===== src/core/vtq_pkg.sv =====
package vtq_pkg;

   localparam logic [11:0] VTQ_OFF_CTRL   = 12'hA00;
   localparam logic [11:0] VTQ_OFF_SEL_LO = 12'hA08;
   localparam logic [11:0] VTQ_OFF_SEL_HI = 12'hA0C;
   localparam logic [11:0] VTQ_OFF_REQ_LO = 12'hA10;
   localparam logic [11:0] VTQ_OFF_REQ_HI = 12'hA14;
   localparam logic [11:0] VTQ_OFF_RES_LO = 12'hA18;
   localparam logic [11:0] VTQ_OFF_RES_HI = 12'hA1C;

   localparam int VTQ_GO_BIT    = 0;
   localparam int VTQ_SUBV_BIT  = 20;
   localparam int VTQ_ADDR_LSB  = 12;
   localparam int VTQ_TYPE_LSB  = 10;
   localparam int VTQ_PRIV_BIT  = 9;
   localparam int VTQ_DIR_BIT   = 8;
   localparam int VTQ_FETCH_BIT = 7;
   localparam int VTQ_INHIB_BIT = 6;

   localparam logic [31:0] VTQ_REQ_LO_MASK = 32'hFFFF_FFC0;
   localparam logic [63:0] VTQ_REG_RESET   = 64'h0;
   localparam logic [1:0]  VTQ_TYPE_STAGE1 = 2'h1;
   localparam logic [1:0]  VTQ_SH_OUTER    = 2'h2;
   localparam logic [1:0]  VTQ_REASON_S1   = 2'h0;
   localparam logic [7:0]  VTQ_CODE_BADREQ = 8'h01;

   typedef struct packed {
      logic [51:0] in_addr;
      logic        privilege_flag;
      logic        access_direction;
      logic        fetch_kind;
      logic        table_update_inhibit;
      logic        override_block;
      logic        sub_stream_tag_valid;
      logic [19:0] sub_stream_tag;
      logic [31:0] requester_stream_tag;
   } vtq_query_t;

   typedef struct packed {
      logic        fault;
      logic [7:0]  mem_type_code;
      logic [43:0] out_addr;
      logic        block_size;
      logic [1:0]  coherency_domain;
      logic [7:0]  error_kind_code;
      logic [3:0]  impl_data;
   } vtq_walk_res_t;

endpackage : vtq_pkg


===== src/core/vtq_result_fmt.sv =====
`timescale 1ns/10ps
`default_nettype none
module vtq_result_fmt
   import vtq_pkg::*;
#(
   parameter int OUT_RANGE = 48
) (
   input  wire logic          clock,
   input  wire logic          reset,
   input  wire logic          load,
   input  wire vtq_walk_res_t res,
   output var  logic [63:0]   result_r
);

   logic [43:0] oa_mask;
   logic [43:0] oa_kept;
   logic        dev_mem;
   logic [1:0]  sh_eff;
   logic [63:0] ok_word;
   logic [63:0] fault_word;
   logic [63:0] result_nxt;

   genvar i;
   generate
      for (i = 0; i < 44; i++) begin : g_oa
         assign oa_mask[i] = ((i + 12) < OUT_RANGE);
      end
   endgenerate

   // Device memory has a zero upper attribute nibble and is always outer.
   assign dev_mem    = (res.mem_type_code[7:4] == 4'h0);
   assign sh_eff     = dev_mem ? VTQ_SH_OUTER : res.coherency_domain;
   assign oa_kept    = res.out_addr & oa_mask;
   assign ok_word    = {res.mem_type_code, oa_kept, res.block_size,
                        1'h0, sh_eff, 7'h0, 1'h0};
   assign fault_word = {res.impl_data, 4'h0, 44'h0,
                        res.error_kind_code, 1'h0, VTQ_REASON_S1, 1'h1};
   assign result_nxt = res.fault ? fault_word : ok_word;

   always_ff @(posedge clock or posedge reset) begin
      if (reset) begin
         result_r <= VTQ_REG_RESET;
      end else if (load) begin
         result_r <= result_nxt;
      end
   end
endmodule : vtq_result_fmt
`default_nettype wire


===== src/core/vtq_regs.sv =====
// Operation
// - Selector bit 52 is substream valid only if substreams exist, else zero.
// - Substream tag in 51:32; bits above supported width read zero.
// - Stream tag in 31:0; bits at or above supported width read zero.
// - Identifier bits beyond implemented range act as zero, no effect.
// - Selector and request change only while go is clear; read-only otherwise.
// - Selector decodes at 0x0A08, request at 0x0A10.
// - Request holds input address in 63:12; bits 5:0 are zero.
// - Request type must be 01; anything else finishes with bad request.
// - Request bit 9 picks unprivileged or privileged query.
// - Bit 8 read or write; bit 7 fetch kind, forced data on writes.
// - Bit 6 set inhibits table updates and any state change.
// - Privilege and fetch kind are never overridden by stream table entry.
// - Result bit 0 picks success layout or fault syndrome.
// - Success: attributes 63:56, output address 55:12, unimplemented bits zero.
// - Success bit 11 clear means 4KB, set means lowest address bit size.
// - Shareability in 9:8; device memory always reported outer.
// - Fault: impl data 63:60, code 11:4, class 2:1, others zero.
// - Fault page field always reads zero.
// - Fault class only reports 00.
// - Without the feature every read is zero and writes are ignored.
// - Software sets go after loading; device clears it when result shows.
// - Result is read-only at 0x0A18; undefined while go is set.
//
// Added by the designer: the strobed register port.
`timescale 1ns/10ps
`default_nettype none
module vtq_regs
   import vtq_pkg::*;
#(
   parameter bit QUERY_PRESENT = 1'b1,
   parameter int SUB_WIDTH     = 20,
   parameter int STREAM_WIDTH  = 32,
   parameter int OUT_RANGE     = 48
) (
   input  wire logic          clock,
   input  wire logic          reset,
   input  wire logic [11:0]   addr,
   input  wire logic [31:0]   wr_data,
   input  wire logic          wr_en,
   input  wire logic          rd_en,
   output var  logic [31:0]   rd_data,
   output var  logic          walk_start,
   output var  vtq_query_t    walk_query,
   input  wire logic          walk_done,
   input  wire vtq_walk_res_t walk_res,
   output var  logic          query_busy
);

   typedef enum logic [2:0] {
      ST_IDLE = 3'h1,
      ST_WALK = 3'h2,
      ST_DONE = 3'h4
   } vtq_state_t;

   vtq_state_t    state_r;
   vtq_state_t    state_nxt;
   logic [63:0]   sel_r;
   logic [63:0]   req_r;
   logic          go_r;
   logic          go_nxt;
   logic [31:0]   rd_nxt;
   logic [63:0]   result;
   logic          fmt_load;
   vtq_walk_res_t fmt_res;
   vtq_walk_res_t bad_res;
   vtq_query_t    query_nxt;

   logic [31:0]   stream_mask;
   logic [19:0]   sub_mask;
   logic          sub_en;

   logic          hit_ctrl;
   logic          hit_sel_lo;
   logic          hit_sel_hi;
   logic          hit_req_lo;
   logic          hit_req_hi;
   logic          hit_res_lo;
   logic          hit_res_hi;
   logic          wr_ok;
   logic          type_ok;
   logic          launch;
   logic [31:0]   sel_lo_nxt;
   logic [31:0]   sel_hi_nxt;
   logic [31:0]   req_lo_nxt;

   genvar i;
   generate
      for (i = 0; i < 32; i++) begin : g_sid
         assign stream_mask[i] = (i < STREAM_WIDTH);
         if (i < 20) begin : g_ssid
            assign sub_mask[i] = (i < SUB_WIDTH);
         end
      end
   endgenerate

   assign sub_en = (SUB_WIDTH != 0);

   // Address decode; unmapped offsets read zero and ignore writes.
   assign hit_ctrl   = (addr == VTQ_OFF_CTRL);
   assign hit_sel_lo = (addr == VTQ_OFF_SEL_LO);
   assign hit_sel_hi = (addr == VTQ_OFF_SEL_HI);
   assign hit_req_lo = (addr == VTQ_OFF_REQ_LO);
   assign hit_req_hi = (addr == VTQ_OFF_REQ_HI);
   assign hit_res_lo = (addr == VTQ_OFF_RES_LO);
   assign hit_res_hi = (addr == VTQ_OFF_RES_HI);

   // Writes land only when the feature exists and no query is running.
   assign wr_ok = wr_en && QUERY_PRESENT && !go_r;

   // Identifier bits outside the implemented range are dropped on entry,
   // so they can never reach the walker.
   assign sel_lo_nxt = wr_data & stream_mask;
   assign sel_hi_nxt = {11'h0,
                        wr_data[VTQ_SUBV_BIT] & sub_en,
                        wr_data[19:0] & sub_mask};
   assign req_lo_nxt = wr_data & VTQ_REQ_LO_MASK;

   always_ff @(posedge clock or posedge reset) begin
      if (reset) begin
         sel_r <= VTQ_REG_RESET;
      end else begin
         if (wr_ok && hit_sel_lo) begin
            sel_r[31:0] <= sel_lo_nxt;
         end
         if (wr_ok && hit_sel_hi) begin
            sel_r[63:32] <= sel_hi_nxt;
         end
      end
   end

   always_ff @(posedge clock or posedge reset) begin
      if (reset) begin
         req_r <= VTQ_REG_RESET;
      end else begin
         if (wr_ok && hit_req_lo) begin
            req_r[31:0] <= req_lo_nxt;
         end
         if (wr_ok && hit_req_hi) begin
            req_r[63:32] <= wr_data;
         end
      end
   end

   // Go is set by software only while clear and cleared by hardware only
   // while set, so the two can never collide in one cycle.
   always_comb begin
      go_nxt = go_r;
      if (wr_ok && hit_ctrl && wr_data[VTQ_GO_BIT]) begin
         go_nxt = 1'h1;
      end else if (state_r == ST_DONE) begin
         go_nxt = 1'h0;
      end
   end

   always_ff @(posedge clock or posedge reset) begin
      if (reset) begin
         go_r <= 1'h0;
      end else begin
         go_r <= go_nxt;
      end
   end

   assign type_ok = (req_r[VTQ_TYPE_LSB +: 2] == VTQ_TYPE_STAGE1);
   assign launch  = (state_r == ST_IDLE) && go_r;

   always_comb begin
      state_nxt = state_r;
      case (state_r)
         ST_IDLE: begin
            if (launch) begin
               state_nxt = type_ok ? ST_WALK : ST_DONE;
            end
         end
         ST_WALK: begin
            if (walk_done) begin
               state_nxt = ST_DONE;
            end
         end
         ST_DONE: begin
            state_nxt = ST_IDLE;
         end
         default: begin
            state_nxt = ST_IDLE;
         end
      endcase
   end

   always_ff @(posedge clock or posedge reset) begin
      if (reset) begin
         state_r <= ST_IDLE;
      end else begin
         state_r <= state_nxt;
      end
   end

   // The query hands the walker the attributes as software wrote them, except that
   // fetch kind is forced to data on writes, and asks it not to apply per-stream overrides.
   assign query_nxt.in_addr              = req_r[63:VTQ_ADDR_LSB];
   assign query_nxt.privilege_flag       = req_r[VTQ_PRIV_BIT];
   assign query_nxt.access_direction     = req_r[VTQ_DIR_BIT];
   assign query_nxt.fetch_kind           = req_r[VTQ_DIR_BIT]
                                           & req_r[VTQ_FETCH_BIT];
   assign query_nxt.table_update_inhibit = req_r[VTQ_INHIB_BIT];
   assign query_nxt.override_block       = 1'h1;
   assign query_nxt.sub_stream_tag_valid = sel_r[32 + VTQ_SUBV_BIT];
   assign query_nxt.sub_stream_tag       = sel_r[51:32];
   assign query_nxt.requester_stream_tag = sel_r[31:0];

   always_ff @(posedge clock or posedge reset) begin
      if (reset) begin
         walk_start <= 1'h0;
         walk_query <= '0;
      end else begin
         walk_start <= launch && type_ok;
         if (launch) begin
            walk_query <= query_nxt;
         end
      end
   end

   // A bad request type never reaches the walker; it is answered here.
   assign bad_res.fault            = 1'h1;
   assign bad_res.mem_type_code    = 8'h0;
   assign bad_res.out_addr         = 44'h0;
   assign bad_res.block_size       = 1'h0;
   assign bad_res.coherency_domain = 2'h0;
   assign bad_res.error_kind_code  = VTQ_CODE_BADREQ;
   assign bad_res.impl_data        = 4'h0;

   assign fmt_load = (launch && !type_ok) || (state_r == ST_WALK && walk_done);
   assign fmt_res  = (state_r == ST_WALK) ? walk_res : bad_res;

   vtq_result_fmt #(
      .OUT_RANGE (OUT_RANGE)
   ) u_fmt (
      .clock    (clock),
      .reset    (reset),
      .load     (fmt_load),
      .res      (fmt_res),
      .result_r (result)
   );

   // Reading the result while busy returns whatever it holds.
   assign rd_nxt = !QUERY_PRESENT ? 32'h0 :
                   hit_ctrl   ? {31'h0, go_r} :
                   hit_sel_lo ? sel_r[31:0] :
                   hit_sel_hi ? sel_r[63:32] :
                   hit_req_lo ? req_r[31:0] :
                   hit_req_hi ? req_r[63:32] :
                   hit_res_lo ? result[31:0] :
                   hit_res_hi ? result[63:32] :
                   32'h0;

   always_ff @(posedge clock or posedge reset) begin
      if (reset) begin
         rd_data    <= 32'h0;
         query_busy <= 1'h0;
      end else begin
         rd_data    <= rd_en ? rd_nxt : 32'h0;
         query_busy <= go_nxt;
      end
   end
endmodule : vtq_regs
`default_nettype wire


===== config.mk =====
export PLATFORM = sky130hd
export DESIGN_NAME = vtq_regs
export DESIGN_NICKNAME = d
export VERILOG_FILES = /design/src/core/vtq_pkg.sv /design/src/core/vtq_result_fmt.sv /design/src/core/vtq_regs.sv
export SDC_FILE = /design/constraint.sdc
export NUM_CORES = 1
export LEC_CHECK = 0
export BUFFER_PORTS_ARGS = -buffer_cell sky130_fd_sc_hd__buf_2
export CORE_MARGIN = 1.5
export CORE_UTILIZATION = 40
export CTS_BUF_LIST = sky130_fd_sc_hd__clkbuf_8 sky130_fd_sc_hd__clkbuf_16
export CTS_CLUSTER_SIZE = 14
export DETAILED_ROUTE_END_ITERATION = 12
export PLACE_DENSITY = 0.65
export SYNTH_ARGS = -nofsm -noshare
export SYNTH_HDL_FRONTEND = slang
export SYNTH_SLANG_ARGS = --single-unit

===== constraint.sdc =====
create_clock -name clock -period 22.8 [get_ports clock]
set_input_delay 2.28 -clock clock [delete_from_list [all_inputs] [get_ports clock]]
set_output_delay 2.28 -clock clock [all_outputs]
set_load 0.05 [all_outputs]

==> impl_results.md <==
- Die Y: 184.8 um
- # IOs: between 200 and 300
- Hold Crit Endpoint: walk_query[53]
- CTS tree: yes
- Final Max Slew Viols: 0
- Clock transition at path regs: 60 ps
- Total track usage: 22.09%
- DRC viols: 0
- WL/cell: between 20 and 25 um
- DR vias/cell: 5.317
- Outcome: complete, no violations
- Clock sinks: slightly above 300
- Pre-CTS setup slack: ~17000 ps
- Iter 0 DRT Violations: 535
- Layout cell share with drive strength beyond 1: 44.05%
- CP cell instances: buf_2 > or4b_1 > or4_1 > inv_2 > and2_2 > buf_4 > mux2_2
- CTS H-tree depth: 2
- CP Buf/Inv Count: 3
- Syn_nets: 1163
- Largest net degree at the start of global routing: 91
- Setup TNS: 0 ps
- Vias in the first global route: between 9000 and 10000
- Top area cells in the synthesized netlist: dfrtp_1 (59%), mux2_2 (17%), mux2_4 (3.4%)
- Cells after Synth: 1046
- CP Class: primary input to flop
- Top cell type's share of synthesized area: around three fifths
- Fmax: 194.2 MHz
- FF+latch count, synth: a little over 300
- Final ANT Viol Nets: 0
- Initial antenna violation count: 5
- Placed cells: around 1700
- Reg2reg path depth: 4
- Critical path arrival: 5530 ps
- Reg2reg setup slack: 19860 ps
- Drt total wl: 37480 um
- Max-cap viol count: 0
- Power per cell area: 72.52 nW/um^2
- Synth unique cells: 55
- Leak: 8.374 nW
- Fin nets: about 1400
- Bufs on Longest Clock Path: 3
- DIE WIDTH: 184.8 um
- CP endpoint kind: flop
- Clk Tree Root Cell: clkbuf_16
- Syn Area/Cell: 12.64 sq um
- Period utilization: approximately 23%
- Full die area: approximately 34000 sq um
- Setup crit start kind: primary input
- Row count: between 60 and 70
- Cell area after synthesis: 13220 sq um
- CTS Buf Count: 35
- RR Endpoint: req_r[32]
- Sequential share of the synthesized area: 58.88%
- Reg2reg start: query_busy
- Peak VDD IR: 0.00005337 V
- Hold depth: 1
- Crit path max-delay cell type: or4b_1
- Synth warn: 0
- Initial Util: about two fifths
- Most common cell in the synthesized netlist: dfrtp_1
- Worst slew pin tran: between 1000 and 1500 ps
- Port buffer count: roughly 250
- Beginning of the worst hold path: walk_query[53]
- Min-delay worst type: flop to flop
- CP max FO: 32
- Hpwl dp: 25210 um
- EDFF count, synth: 0
- Slew HR: 22.52%
- Fillers: 3005
- GR Overflow Total: 0
- Synth top cells by count: dfrtp_1 (310), mux2_2 (205), nand2_1 (119)
- Async SR Flop Fraction: between 90% and 100%
- Final cell count without fillers: approximately 1800
- Final setup vio count: 0
- Slowest cell delay on critical path: 910 ps
- Hold Buf Count CTS: 0
- Hold Vio Cnt, Final: 0
- Post-route cell area: 16040 sq um
- Fin crit period: between 5000 and 6000 ps
- Clk_lat worst skew: 520 ps
- Setup ws final: 17650 ps
- Core area: ~33000 sq um
- Postcts setup bufs: 0
- CTS resizes: 0
- Top_reg_cell synth: dfrtp_1
- Vias post-DR: 9347
- Placed instance area: 14880 sq um
- Critical Path RT: 23190 ps
- Unrepaired setup endpoints after global routing: no
- DRT Pass-1 Iters: 7
- First-pass GRT wire length: 56840 um
- Family with the most delay on the worst path: simple AND/OR/NAND/NOR gates
- Gpl congestion: 0.8012
- Final setup skew: 23.72 ps
- Pwr Total: 1.163 mW
- Layout area overhead: 21.29%
- Synth area leader: dfrtp_1
## power by group
part	internal [mW]	switching, mW
clock network	0.325	0.227
logic	0.0154	0.0344
registers	0.558	0.00331
total	0.898	0.265
## worst register-to-register path, cell delays in order (launching register included)
cell and delay, ps:
dfrtp_1 420, nor2b_1 440, nand4_1 990, buf_4 630, mux2_2 330
## cells in the final DEF, fill, tap and decap left out, drive strengths merged, types with 3 or more instances in the layout
cell	count
a211oi	14
a21oi	10
a221o	5
a221oi	6
a222oi	4
a22oi	14
a31oi	7
a32o	3
and2	3
buf	270
clkbuf	40
clkinv	13
dfrtp	310
diode	6
inv	15
mux2	235
mux2i	14
nand2	119
nand2b	7
nand3	51
nand4	8
nor2	32
nor2b	5
nor3	4
o21ai	66
o21bai	3
o22ai	12
o31ai	6
or3b	3
## cells by family after synthesis
group / after synthesis / synth area share [%]
and+or+nand+nor: 248 / 8.660
muxes: 249 / 21.93
AOI/OAI and AO/OA: 160 / 7.827
DFF: 311 / 58.88
buffers and inverters: 78 / 2.707
## flip-flops by register name, indices dropped and copies added (netlist names)
| name | cells |
|---|---|
| walk_query | 110 |
| req_r | 58 |
| sel_r | 53 |
| u_fmt.result_r | 53 |
| rd_data | 32 |
| state_r | 3 |
| query_busy | 1 |
| walk_start | 1 |
## area by class of cell
| cell class | instances | area (sq um) | area share (%) |
|---|---|---|---|
| flip-flops and latches | 311 | 7784 | 48.54 |
| multi-input cells | 657 | 5105 | 31.84 |
| repair buffers | 270 | 1396 | 8.708 |
| clock buffers | 40 | 955.9 | 5.961 |
| well taps | 442 | 553.0 | 3.449 |
| clock inverters | 22 | 181.4 | 1.131 |
| inverters | 10 | 45.04 | 0.2809 |
| diodes | 6 | 15.01 | 0.09363 |
## stage by stage
step	hold slack [ps]	util (%)
floorplan	430.0	-
global placement	446.5	45.74
detailed placement	451.5	45.74
CTS	467.6	49.24
global route	481.3	49.26
finish	461.4	49.28
## worst max path at each step
stage	from	endpoint	slack, ps	cells past startpoint
2_1_floorplan	reset	query_busy	11920	1
3_3_place_gp	addr[4]	sel_r[29]	17160	7
3_5_place_dp	addr[3]	sel_r[30]	17150	7
4_1_cts	addr[3]	sel_r[30]	17670	7
5_1_grt	addr[3]	sel_r[30]	17590	7
6_report	addr[3]	sel_r[30]	17650	7
## layer usage
metal / vias up / global-route usage, % / wire (um)
met5: - / 0 / 14
met4: 2 / 6.211 / 778
met3: 60 / 3.775 / 2120
met2: 298 / 35.26 / 17800
met1: 4733 / 31.02 / 16770
li1: 4254 / - / -
(Power assumes the default switching activity.)
